==> src/verilog/csst_defs.svh <==
// Constants for the charge sequencer, status and watchdog block.
`ifndef CSST_DEFS_SVH
`define CSST_DEFS_SVH
`define CSST_REG_CTRL          8'h00
`define CSST_REG_STEP          8'h04
`define CSST_REG_STATUS        8'h08
`define CSST_REG_CURRENT       8'h0c
`define CSST_CTRL_RST          1'h1
`define CSST_STEP_RST          11'h00a
`define CSST_ST_TCF_BIT        8
`define CSST_ST_THERM_BIT      9
`define CSST_ST_RUN_BIT        10
`define CSST_ST_PIN_LSB        12
`define CSST_CUR_TERM_LSB      16
`define CSST_CLK_PERIOD_NS     10
`define CSST_TICK_NS           10000000
`define CSST_TICK_CYC          (`CSST_TICK_NS / `CSST_CLK_PERIOD_NS)
`define CSST_TICKS_PER_S       (1000000000 / `CSST_TICK_NS)
`define CSST_TRICKLE_TO_MIN    25
`define CSST_TRICKLE_TO_TICKS  (`CSST_TRICKLE_TO_MIN * 60 * `CSST_TICKS_PER_S)
`define CSST_FAST_TO_H         3
`define CSST_FAST_TO_TICKS     (`CSST_FAST_TO_H * 3600 * `CSST_TICKS_PER_S)
`define CSST_VHOLD_TO_H        3
`define CSST_VHOLD_TO_TICKS    (`CSST_VHOLD_TO_H * 3600 * `CSST_TICKS_PER_S)
`define CSST_THERM_MS          1500
`define CSST_THERM_TICKS       (`CSST_THERM_MS * 1000000 / `CSST_TICK_NS)
`define CSST_BLINK_HZ          1
`define CSST_BLINK_HALF_TICKS  (`CSST_TICKS_PER_S / (2 * `CSST_BLINK_HZ))
`define CSST_FLASH_HALF_MS     250
`define CSST_FLASH_HALF_TICKS  (`CSST_FLASH_HALF_MS * 1000000 / `CSST_TICK_NS)
`define CSST_TRICKLE_DIV       10
`define CSST_TERM_DEF_DIV      10
`define CSST_THERM_PCT         28
`define CSST_TERM_UA           15
`define CSST_TERM_DIV_UV       2000000
`endif

==> src/verilog/csst_pkg.sv <==
// Types shared by the charge sequencer block.
package csst_pkg;
   typedef enum logic [6:0] {
      ST_OFF     = 7'h01,
      ST_NOBAT   = 7'h02,
      ST_TRICKLE = 7'h04,
      ST_CHOLD   = 7'h08,
      ST_VHOLD   = 7'h10,
      ST_SLEEP   = 7'h20,
      ST_FAULT   = 7'h40
   } csst_state_e;
   typedef struct packed {
      logic present;
      logic below_min;
      logic at_reg;
      logic below_rch;
   } csst_sense_s;
   typedef struct packed {
      logic o;
      logic oe;
   } csst_od_s;
endpackage

==> src/verilog/csst_charge_seq.sv <==
// Charge sequencer with status pins, thermal loop, watchdog and AHB-Lite registers.
//
// Implementation choices: the register offsets and register access over AHB-Lite.
`timescale 1ns/1ps
`include "csst_defs.svh"
module csst_charge_seq import csst_pkg::*; #(
   parameter int unsigned CUR_W      = 11,
   parameter int unsigned RES_W      = 20,
   parameter int unsigned TICK_CYC   = `CSST_TICK_CYC,
   parameter int unsigned TRICKLE_TO = `CSST_TRICKLE_TO_TICKS,
   parameter int unsigned FAST_TO    = `CSST_FAST_TO_TICKS,
   parameter int unsigned VHOLD_TO   = `CSST_VHOLD_TO_TICKS,
   parameter int unsigned THERM_PER  = `CSST_THERM_TICKS,
   parameter int unsigned BLINK_HALF = `CSST_BLINK_HALF_TICKS,
   parameter int unsigned FLASH_HALF = `CSST_FLASH_HALF_TICKS
) (
   // Clock and reset.
   input  wire logic              core_clk,
   input  wire logic              rst,
   // AHB-Lite slave.
   input  wire logic              hsel,
   input  wire logic [31:0]       haddr,
   input  wire logic [1:0]        htrans,
   input  wire logic              hwrite,
   input  wire logic [2:0]        hsize,
   input  wire logic [31:0]       hwdata,
   input  wire logic              hready,
   output logic      [31:0]       hrdata,
   output logic                   hreadyout,
   output logic                   hresp,
   // Supply, enable and analog comparators.
   input  wire logic              en,
   input  wire logic              supply_ok,
   input  wire logic              timer_capacitor_pin_grounded,
   input  wire logic              die_hot,
   input  wire csst_sense_s       battery_sense_pin,
   input  wire logic              term_res_fitted,
   input  wire logic [RES_W-1:0]  term_res_ohms,
   input  wire logic [CUR_W-1:0]  fast_charge_current,
   input  wire logic [CUR_W-1:0]  charge_current_meas,
   // Charger power stage command.
   output logic                   charge_enable,
   output logic      [CUR_W-1:0]  charge_current_set,
   // Open-drain status pins.
   output csst_od_s               charge_indicator_a,
   input  wire logic              charge_indicator_a_i,
   output csst_od_s               charge_indicator_b,
   input  wire logic              charge_indicator_b_i,
   output csst_od_s               supply_present_n,
   input  wire logic              supply_present_n_i
);
   csst_state_e       st_q;
   csst_state_e       st_d;
   csst_state_e       qual;
   logic [31:0]       tick_cnt_q;
   logic              tick;
   logic [31:0]       ph_cnt_q;
   logic              ph_clr;
   logic              timer_en;
   logic              to_hit;
   logic              charging;
   logic              run;
   logic              tc_fault_q;
   logic              term_hit;
   logic [47:0]       term_prod;
   logic [CUR_W-1:0]  termination_current;
   logic [CUR_W-1:0]  thermal_reduced_current;
   logic [CUR_W-1:0]  trickle_current;
   logic              therm_q;
   logic [CUR_W-1:0]  therm_cur_q;
   logic [31:0]       therm_cnt_q;
   logic              therm_enter;
   logic              therm_step;
   logic [CUR_W:0]    therm_up;
   logic [CUR_W-1:0]  target_d;
   logic [31:0]       flash_cnt_q;
   logic [31:0]       flash_lim;
   logic              flash_ph_q;
   logic              a_on_d;
   logic              b_on_d;
   logic              a_oe_q;
   logic              b_oe_q;
   logic              sup_oe_q;
   logic              ap;
   logic              wr_q;
   logic [7:0]        wa_q;
   logic              ctrl_q;
   logic              ctrl_d;
   logic [CUR_W-1:0]  step_q;
   logic [CUR_W-1:0]  step_d;
   logic [31:0]       status_w;
   logic [31:0]       current_w;
   logic [31:0]       rd_d;
   logic [31:0]       hrdata_q;
   logic              chg_en_q;
   logic [CUR_W-1:0]  chg_cur_q;

   // Common 10 ms timebase; every slow timer counts these ticks.
   assign tick = (tick_cnt_q == TICK_CYC - 1);
   always_ff @(posedge core_clk or posedge rst) begin
      if (rst) begin
         tick_cnt_q <= 32'h0;
      end else begin
         tick_cnt_q <= tick ? 32'h0 : tick_cnt_q + 32'h1;
      end
   end

   // Termination threshold, from the default ratio or the set resistor.
   assign term_prod = 48'(fast_charge_current) * 48'(term_res_ohms) * 48'(`CSST_TERM_UA);
   assign termination_current = term_res_fitted ?
      CUR_W'(term_prod / 48'(`CSST_TERM_DIV_UV)) :
      CUR_W'(fast_charge_current / CUR_W'(`CSST_TERM_DEF_DIV));
   assign term_hit = (charge_current_meas <= termination_current);
   assign trickle_current = CUR_W'(fast_charge_current / CUR_W'(`CSST_TRICKLE_DIV));
   assign thermal_reduced_current =
      CUR_W'((32'(fast_charge_current) * 32'(`CSST_THERM_PCT)) / 32'd100);

   // Enable cycling or supply loss restarts the charge sequence from ST_OFF, including a held fault.
   assign run = en & supply_ok & ctrl_q;
   assign timer_en = ~timer_capacitor_pin_grounded;
   assign charging = (st_q == ST_TRICKLE) | (st_q == ST_CHOLD) | (st_q == ST_VHOLD);
   assign to_hit = timer_en & (
      ((st_q == ST_TRICKLE) & (ph_cnt_q >= TRICKLE_TO)) |
      ((st_q == ST_CHOLD) & (ph_cnt_q >= FAST_TO)) |
      ((st_q == ST_VHOLD) & (ph_cnt_q >= VHOLD_TO)));
   assign qual = !battery_sense_pin.present ? ST_NOBAT :
                 battery_sense_pin.below_min ? ST_TRICKLE :
                 battery_sense_pin.at_reg ? ST_VHOLD : ST_CHOLD;

   always_comb begin
      st_d = st_q;
      if (!run) begin
         st_d = ST_OFF;
      end else begin
         case (st_q)
            ST_OFF: begin
               st_d = qual;
            end
            ST_NOBAT: begin
               if (battery_sense_pin.present) st_d = qual;
            end
            ST_TRICKLE: begin
               if (to_hit) st_d = ST_FAULT;
               else if (!battery_sense_pin.present) st_d = ST_NOBAT;
               else if (!battery_sense_pin.below_min) st_d = ST_CHOLD;
            end
            ST_CHOLD: begin
               if (to_hit) st_d = ST_FAULT;
               else if (!battery_sense_pin.present) st_d = ST_NOBAT;
               else if (battery_sense_pin.at_reg) st_d = ST_VHOLD;
            end
            ST_VHOLD: begin
               if (to_hit) st_d = ST_FAULT;
               else if (!battery_sense_pin.present) st_d = ST_NOBAT;
               else if (term_hit) st_d = ST_SLEEP;
            end
            ST_SLEEP: begin
               if (!battery_sense_pin.present) st_d = ST_NOBAT;
               else if (battery_sense_pin.below_rch) st_d = qual;
            end
            ST_FAULT: begin
               st_d = ST_FAULT;
            end
            default: begin
               st_d = ST_OFF;
            end
         endcase
      end
   end

   // The trickle timer keeps running into current-hold so both phases share one budget.
   assign ph_clr = (st_d != st_q) & ~((st_q == ST_TRICKLE) & (st_d == ST_CHOLD));
   always_ff @(posedge core_clk or posedge rst) begin
      if (rst) begin
         st_q <= ST_OFF;
         ph_cnt_q <= 32'h0;
         tc_fault_q <= 1'b0;
      end else begin
         st_q <= st_d;
         if (ph_clr) ph_cnt_q <= 32'h0;
         else if (charging && timer_en && tick) ph_cnt_q <= ph_cnt_q + 32'h1;
         if (st_q == ST_TRICKLE && st_d == ST_FAULT) tc_fault_q <= 1'b1;
         else if (st_q == ST_OFF) tc_fault_q <= 1'b0;
      end
   end

   // Thermal loop: one cut on entry, then stepped recovery at each recheck that finds the die cool.
   assign therm_enter = (st_q == ST_CHOLD) & die_hot & ~therm_q;
   assign therm_step = therm_q & tick & (therm_cnt_q >= THERM_PER - 1);
   assign therm_up = {1'b0, therm_cur_q} + {1'b0, step_q};
   always_ff @(posedge core_clk or posedge rst) begin
      if (rst) begin
         therm_q <= 1'b0;
         therm_cur_q <= '0;
         therm_cnt_q <= 32'h0;
      end else if (st_q != ST_CHOLD) begin
         therm_q <= 1'b0;
         therm_cnt_q <= 32'h0;
      end else if (therm_enter) begin
         therm_q <= 1'b1;
         therm_cur_q <= thermal_reduced_current;
         therm_cnt_q <= 32'h0;
      end else if (therm_step) begin
         therm_cnt_q <= 32'h0;
         // Still hot means equilibrium: hold the present level.
         if (!die_hot && therm_up >= {1'b0, fast_charge_current}) begin
            therm_q <= 1'b0;
            therm_cur_q <= fast_charge_current;
         end else if (!die_hot) begin
            therm_cur_q <= therm_up[CUR_W-1:0];
         end
      end else if (therm_q && tick) begin
         therm_cnt_q <= therm_cnt_q + 32'h1;
      end
   end

   always_comb begin
      case (st_q)
         ST_TRICKLE: target_d = trickle_current;
         ST_CHOLD:   target_d = therm_q ? therm_cur_q : fast_charge_current;
         ST_VHOLD:   target_d = fast_charge_current;
         default:    target_d = '0;
      endcase
   end

   // One blink counter serves both rates; in ST_NOBAT both indications blink together.
   assign flash_lim = (st_q == ST_NOBAT) ? FLASH_HALF : BLINK_HALF;
   assign a_on_d = charging |
                   ((st_q == ST_NOBAT) & flash_ph_q) |
                   ((st_q == ST_FAULT) & tc_fault_q & flash_ph_q);
   assign b_on_d = (st_q == ST_SLEEP) | ((st_q == ST_NOBAT) & flash_ph_q);
   always_ff @(posedge core_clk or posedge rst) begin
      if (rst) begin
         flash_cnt_q <= 32'h0;
         flash_ph_q <= 1'b0;
         a_oe_q <= 1'b0;
         b_oe_q <= 1'b0;
         sup_oe_q <= 1'b0;
         chg_en_q <= 1'b0;
         chg_cur_q <= '0;
      end else begin
         if (tick && flash_cnt_q >= flash_lim - 1) begin
            flash_cnt_q <= 32'h0;
            flash_ph_q <= ~flash_ph_q;
         end else if (tick) begin
            flash_cnt_q <= flash_cnt_q + 32'h1;
         end
         a_oe_q <= a_on_d;
         b_oe_q <= b_on_d;
         sup_oe_q <= supply_ok;
         chg_en_q <= charging;
         chg_cur_q <= target_d;
      end
   end
   // Open-drain: the pin is only ever pulled low, never driven high.
   assign charge_indicator_a = '{o: 1'b0, oe: a_oe_q};
   assign charge_indicator_b = '{o: 1'b0, oe: b_oe_q};
   assign supply_present_n = '{o: 1'b0, oe: sup_oe_q};
   assign charge_enable = chg_en_q;
   assign charge_current_set = chg_cur_q;

   // AHB-Lite slave, zero wait states; reads use next values so write-then-read is fresh.
   assign ap = hsel & hready & htrans[1] & (hsize == 3'b010);
   assign ctrl_d = (wr_q && wa_q == `CSST_REG_CTRL) ? hwdata[0] : ctrl_q;
   assign step_d = (wr_q && wa_q == `CSST_REG_STEP) ? hwdata[CUR_W-1:0] : step_q;
   assign status_w = 32'(st_q) |
                     (32'(tc_fault_q) << `CSST_ST_TCF_BIT) |
                     (32'(therm_q) << `CSST_ST_THERM_BIT) |
                     (32'(run) << `CSST_ST_RUN_BIT) |
                     (32'({supply_present_n_i, charge_indicator_b_i, charge_indicator_a_i})
                        << `CSST_ST_PIN_LSB);
   assign current_w = 32'(chg_cur_q) | (32'(termination_current) << `CSST_CUR_TERM_LSB);
   assign rd_d = (haddr[7:0] == `CSST_REG_CTRL)    ? 32'(ctrl_d) :
                 (haddr[7:0] == `CSST_REG_STEP)    ? 32'(step_d) :
                 (haddr[7:0] == `CSST_REG_STATUS)  ? status_w :
                 (haddr[7:0] == `CSST_REG_CURRENT) ? current_w : 32'h0;
   always_ff @(posedge core_clk or posedge rst) begin
      if (rst) begin
         wr_q <= 1'b0;
         wa_q <= 8'h0;
         ctrl_q <= `CSST_CTRL_RST;
         step_q <= CUR_W'(`CSST_STEP_RST);
         hrdata_q <= 32'h0;
      end else begin
         wr_q <= ap & hwrite;
         wa_q <= haddr[7:0];
         ctrl_q <= ctrl_d;
         step_q <= step_d;
         if (ap && !hwrite) hrdata_q <= rd_d;
      end
   end
   assign hrdata = hrdata_q;
   assign hreadyout = 1'b1;
   assign hresp = 1'b0;
endmodule // csst_charge_seq

==> config.mk <==
export PLATFORM = sky130hd
export DESIGN_NAME = csst_charge_seq
export DESIGN_NICKNAME = d
export VERILOG_FILES = /design/src/verilog/csst_pkg.sv /design/src/verilog/csst_charge_seq.sv
export VERILOG_INCLUDE_DIRS = /design/src /design/src/verilog
export SDC_FILE = /design/constraint.sdc
export NUM_CORES = 2
export LEC_CHECK = 0
export ABC_CLOCK_PERIOD_IN_PS = 6300
export BUFFER_PORTS_ARGS = -buffer_cell sky130_fd_sc_hd__buf_2
export CAP_MARGIN = 20
export CORE_AREA = 2 2 314 316
export DETAILED_ROUTE_END_ITERATION = 6
export DIE_AREA = 0 0 316 318
export PLACE_DENSITY_LB_ADDON = 0.05
export RECOVER_POWER = 100
export REMOVE_ABC_BUFFERS = 1
export SYNTH_ARGS = -nofsm -noshare
export SYNTH_HDL_FRONTEND = slang
export SYNTH_SLANG_ARGS = --single-unit
==> constraint.sdc <==
create_clock -name core_clk -period 6.3 [get_ports core_clk]
set_input_delay 0.945 -clock core_clk [delete_from_list [all_inputs] [get_ports core_clk]]
set_output_delay 0.945 -clock core_clk [all_outputs]
set_load 0.01 [all_outputs]
### After elaboration in Yosys (flattened, before gate mapping)

Index checks and enable logic that the tools add are counted.

| storage, ports and cells | value |
|---|---|
| word-level logic and storage cells | 159 |
| register bits | 217 |
| input port bits | 128 |

| operators by class | value |
|---|---|
| equal/unequal tests | 18 |
| order comparisons | 6 |
| add/subtract/negate cells | 6 |
| reduce and logical (&&, ||, !) cells | 22 |
| multiplexer cells | 46 |
| multiply operators | 3 |
| bitwise operators | 36 |
| div/mod/pow operators | 3 |

Operators with widths:

| kind | number |
|---|---|
| $mux W32 | 9 |
| $add A32 B1 Y32 const B | 4 |
| $mux W27 | 4 |
| $mux W7 | 13 |
| $mux W11 | 7 |
| $pmux W7 S7 | 1 |
| $div A35 B21 Y48 const B | 1 |
| $mul A31 B4 Y35 const B | 1 |
| $pmux W11 S3 | 1 |
| $div A16 B7 Y32 const B | 1 |
| $eq A32 B20 Y1 const B | 1 |
| $ge A32 B18 Y1 const B | 1 |
| $ge A32 B21 Y1 const B | 1 |
| $ge A32 B32 Y1 | 1 |
| $ge A32 B8 Y1 const B | 1 |
| $mul A11 B20 Y31 | 1 |
| $or A11 B27 Y27 | 1 |
| $and A1 B1 Y1 | 19 |
| $eq A8 B3 Y1 const B | 2 |
| $eq A8 B4 Y1 const B | 2 |
| $logic_not A8 Y1 | 2 |
| $mux W5 | 3 |
| $or A11 B15 Y15 | 1 |
| $eq A7 B4 Y1 const B | 2 |
| 30 further kinds | 60 |

### Longest topological paths before layout

| logic depth | value |
|---|---|
| depth in word-level cells | 15 |
| depth in mapped cells | 138 |
| mapped depth without buffers | 124 |

### Worst setup path after synthesis

Ideal clock, no wire load.

| path | value |
|---|---|
| kind | input to register |
| start | input port fast_charge_current[4] |
| end | register ph_cnt_q[30] |
| setup slack | -20.503 ns |
| arrival time | 26.730 ns |
| cell stages on the path | 123 |
| buffers on the path | 7 |
| library setup time | 0.072 ns |
| path through | clkbuf_1 > clkbuf_1 > nand2_1 > fa_1 > fa_1 > fa_1 > inv_1 > fa_1 > inv_1 > fa_1 > inv_1 > ha_1 > a21oi_1 > o21bai_1 > a21oi_1 > o21bai_1 > a21oi_1 > o21bai_1 > [... 87 more ...] > nor2b_1 > o21ai_0 > nand2b_1 > a21oi_1 > nor2b_1 > o21ai_0 > nand2b_1 > a21oi_1 > a41oi_1 > a2111oi_0 > o211a_1 > xnor2_1 > nor4_1 > a221oi_1 > o2111a_1 > and4b_1 > a31oi_1 > nor2_1 |

| on the way | value |
|---|---|
| cells in the longest elaborated chain, start to end | 15 |

Ends and longest elaborated chain:

| element | line | RTL |
|---|---|---|
| from (decl) | csst_charge_seq.sv:39 | `input wire logic [CUR_W-1:0] fast_charge_current,` |
| $mul A11 B20 Y31 | csst_charge_seq.sv:109 | `` assign term_prod = 48'(fast_charge_current) * 48'(term_res_ohms) * 48'(`CSST_TERM_UA); `` |
| $mul A31 B4 Y35 | csst_charge_seq.sv:109 |  |
| $div A35 B21 Y48 | csst_charge_seq.sv:111 | `` CUR_W'(term_prod / 48'(`CSST_TERM_DIV_UV)) : `` |
| $mux W11 (*) | csst_charge_seq.sv:110 | `assign termination_current = term_res_fitted ?` |
| $le A11 B11 Y1 (*) | csst_charge_seq.sv:113 | `assign term_hit = (charge_current_meas <= termination_current);` |
| $mux W7 (*) | csst_charge_seq.sv:155 | `else if (term_hit) st_d = ST_SLEEP;` |
| $mux W7 (*) | csst_charge_seq.sv:154 | `else if (!battery_sense_pin.present) st_d = ST_NOBAT;` |
| $mux W7 (*) | csst_charge_seq.sv:153 | `if (to_hit) st_d = ST_FAULT;` |
| $pmux W7 S7 (*) | csst_charge_seq.sv:135 | `case (st_q)` |
| $mux W7 (*) | csst_charge_seq.sv:132 | `if (!run) begin` |
| via st_d[5] | csst_charge_seq.sv:53 | `csst_state_e st_d;` |
| $eq A7 B4 Y1 | csst_charge_seq.sv:172 | `assign ph_clr = (st_d != st_q) & ~((st_q == ST_TRICKLE) & (st_d == ST_CHOLD));` |
| $and A1 B1 Y1 | csst_charge_seq.sv:172 |  |
| $not A1 Y1 | csst_charge_seq.sv:172 |  |
| $and A1 B1 Y1 (*) | csst_charge_seq.sv:172 |  |
| $mux W32 / $reduce_bool A2 Y1 (equally long branches) | n/a |  |
| to (signal assigned) | csst_charge_seq.sv:181 | `else if (charging && timer_en && tick) ph_cnt_q <= ph_cnt_q + 32'h1;` |
| to (decl) | csst_charge_seq.sv:57 | `logic [31:0] ph_cnt_q;` |

Mark *: on every way through the listed nets, which the timed path passes. The rest lies on a longest branch.
A chain may end at the register's enable or synchronous reset.

### Final worst setup path

| path | value |
|---|---|
| start | input port fast_charge_current[2] |
| end | register ph_cnt_q[30] |

The elaborated chain is that of the path after synthesis.

==> results.py <==
metrics = {
    "grt": {
        "grt_remaining_overflow": 0,
        "antenna_found_initial": 2,
        "grt_pass1_wl_microns": 189000,
        "grt_pass1_vias": 36200,
        "grt_max_degree": 109,
        "grt_usage_pct": 22.7,
    },
    "sta": {
        "fmax_mhz": 39.4,
        "setup_ws_ns": -19.09,
        "rsz0062_at_grt": "yes",
        "finalSetupViolCount": 57,
        "fin_setup_tns_ns": -821.84,
        "worst_pin_slew_ns": 4.30,
        "drv_slew": 124,
        "worst_hold_slack_ns": 0.467,
        "skew_ns": 0.0242,
        "finalHoldViolCount": 0,
        "maxSlewHeadroom_pct": -186,
        "min_period_ns": 25.39,
        "finalCritPeriodShare_pct": 403,
    },
    "routing": {
        "drt_first_pass_iters": 7,
        "post_drt_wl_per_cell_microns": 16.3,
        "vias": 35700,
        "dr.first_iter.drc_count": 1812,
        "route.detailed.drc": 1,
        "ant_nets": 0,
        "viasPerCell": 5.05,
        "totalWireLength_microns": 115000,
    },
    "clock_network": {
        "cts_root_buf": "clkbuf_16",
        "cts_buffer_depth": 3,
        "cts_max_level": 1,
        "ctsHoldBuffers": 0,
        "tritoncts": "done",
        "cts_buffers": 26,
        "clock_latency_ns": 0.56,
        "clk_pin_slew_ns": 0.06,
        "cts_sinks": 210,
    },
    "logic_synthesis": {
        "ys_seq_area_share_pct": 15.6,
        "syn_area_sq_mm": 0.0337,
        "syn_avg_cell_area_sq_um": 7.95,
        "synthArstFlopShare_pct": 100,
        "synth.distinct_cells": 143,
        "yosys_warnings": 0,
        "synth_edf_count": 0,
        "ys_ff_latch": 210,
        "netlist_instances": 4238,
        "synthFlopType": "dfrtp_1",
    },
    "placed_design": {
        "dp_hpwl_microns": 92900,
        "io_buffers": 121,
        "dp_slack_ns": -21.45,
        "place_congestion": 0.877,
    },
    "die": {
        "die_y_microns": 318,
        "num_io_pins": 180,
        "coreArea_sq_mm": 0.0974,
        "die_area_sq_mm": 0.100,
        "die_w_microns": 316,
        "num_rows": 115,
        "start_util_pct": 34.6,
    },
    "min_path": {
        "hold_depth": 1,
        "hp-class": "flip-flop to flip-flop",
    },
    "outcome": {
        "run_status": "finished with violations",
        "violations": "design-rule violations, max-capacitance violations, max-slew violations, negative setup slack",
    },
    "worst_setup_path": {
        "cp-end-kind": "flip-flop",
        "ff2ff_path_depth": 15,
        "cp_max_fo": 8,
        "cp-start-kind": "input pin",
        "crit_required_ns": 6.73,
        "slowest_stage": "fa_2",
        "criticalPathCategory": "input pin to flip-flop",
        "crit_top_cell": "buf_4",
        "arrival_ns": 25.82,
        "cpPeakStageDelay_ns": 0.55,
    },
    "layout": {
        "fillerInstances": 9444,
        "utilization_pct": 52.1,
        "final_nets": 6290,
        "area_growth_pct": 50.6,
        "drive_above_1_share_pct": 37.9,
    },
    "job": {
        "drv_cap": 2,
    },
}
[state kept, by name, indices dropped and copies added (netlist names)]
| name | flops |
|---|---|
| therm_cnt_q | 32 |
| wa_q | 8 |
| hrdata | 25 |
| tc_fault_q | 1 |
| tick_cnt_q | 32 |
| sup_oe_q | 1 |
| flash_ph_q | 1 |
| a_oe_q | 1 |
| ph_cnt_q | 32 |
| therm_cur_q | 11 |
| step_q | 11 |
| b_oe_q | 1 |
| charge_current_set | 11 |
| wr_q | 1 |
| st_q | 7 |
| ctrl_q | 1 |
| charge_enable | 1 |
| therm_q | 1 |
| flash_cnt_q | 32 |
[synthesized netlist by cell type, types with 48 or more instances]
| library cell | count | area [sq um] |
|---|---|---|
| ha_1 | 187 | 2340 |
| fa_1 | 226 | 4520 |
| nor3_1 | 96 | 480 |
| dfrtp_1 | 206 | 5150 |
| and2_1 | 128 | 801 |
| a21oi_1 | 235 | 1180 |
| nor2_1 | 409 | 1540 |
| clkbuf_1 | 107 | 402 |
| a31oi_1 | 48 | 300 |
| nand4_1 | 62 | 388 |
| o211ai_1 | 53 | 398 |
| nand3_1 | 121 | 606 |
| xnor2_1 | 245 | 2150 |
| xor2_1 | 104 | 911 |
| and3_1 | 62 | 388 |
| o21ai_0 | 165 | 826 |
| nand2_1 | 442 | 1660 |
| inv_1 | 399 | 1500 |
[critical path, delay by kind of cell]
family / cells / cell delay, ns
AND/OR/NAND/NOR: 27 / 4.82
adder cells (fa/ha/maj): 11 / 4.39
buffers and inverters: 24 / 2.94
multiplexers: 5 / 1.49
AO/OA/AOI/OAI: 62 / 10.35
XOR/XNOR: 6 / 0.79
[cell families (layout without fill, tap and decap cells)]
group,Yosys count,count (layout),synth area share (%)
mux,84,84,2.71
other cells,2,16,0.0223
xor+xnor,359,359,9.59
simple gates,1569,1569,22.9
buf+inv,557,2078,6.59
flops,210,210,15.6
fa+ha+maj,429,429,20.9
compound gates,1028,1028,21.8
[layer usage]
metal  global-route usage (%)  part of all wire [%]  vias up
met5                        0                     0        -
met4                     3.94                   1.6        0
met3                     1.23                   3.2      102
met2                     38.1                    47      532
met1                     32.2                    48    17100
li1                         -                     -    17900
[metrics by stage]
step	instance area [sq um]	cells
after floorplan	33000	4092
after global routing	50700	7056
final	50700	7060
after detailed placement	44900	6779
after CTS	49700	7014
after global placement	44900	6779
[timing repair]
item,4_1_cts,5_1_grt
cloned,3,0
pin swaps,254,134
setup endpoints to repair,57,57
buffers inserted,191,44
gates resized for setup,552,179
[area by class of cell]
cell class	count	area, sq um	area share (%)
diodes	4	10.0	0.0197
clock buffers	39	769	1.52
clock inverters	9	133	0.262
inverters	401	1510	2.99
multi-input cells	3481	29000	57.1
flip-flops and latches	210	5260	10.4
well taps	1287	1610	3.18
repair buffers	1629	12500	24.6
[layout by cell type (no fill, tap or decap), types with 18 or more instances in the layout]
master,synthesis,final
nand2_2,1,20
mux2_2,32,19
inv_1,399,382
o211ai_1,53,53
buf_2,27,58
a21boi_0,21,19
and3_1,62,54
buf_6,4,77
nor3_1,96,76
o21ai_0,165,122
a31oi_1,48,42
o21bai_1,44,41
xor2_1,104,97
xnor2_1,245,220
a21oi_1,235,177
a211oi_1,32,20
or3_1,25,18
xnor2_2,6,30
dfrtp_1,206,206
nand2b_1,37,33
nor2_1,409,378
o21ai_1,29,47
clkbuf_1,107,59
o21ai_2,4,25
ha_1,187,168
buf_4,17,1413
a21o_1,35,35
nand2_1,442,415
nor4_1,45,37
a21oi_2,8,60
o21a_1,30,29
mux2i_1,47,37
nor2b_1,34,32
nand4_1,62,62
nand3_1,121,112
clkbuf_16,0,26
and2_1,128,115
fa_1,226,221
[final timing paths]
kind	startpoint	end	slack, ns
min	tick_cnt_q[4]$_DFF_PP0_	tick_cnt_q[4]$_DFF_PP0_	0.47
min in group asynchronous	rst	hrdata[18]$_DFFE_PP0P_	1.94
min reg2reg	tick_cnt_q[4]$_DFF_PP0_	tick_cnt_q[4]$_DFF_PP0_	0.47
max	fast_charge_current[2]	ph_cnt_q[30]$_DFFE_PP0P_	-19.09
max reg2reg	st_q[0]$_DFF_PP1_	ph_cnt_q[30]$_DFFE_PP0P_	1.61
max in group asynchronous	rst	flash_cnt_q[2]$_DFFE_PP0P_	1.22
Power is left out: the tool's default activity adds up to more than one toggle a clock period on the data nets, which glitch-free logic cannot reach.
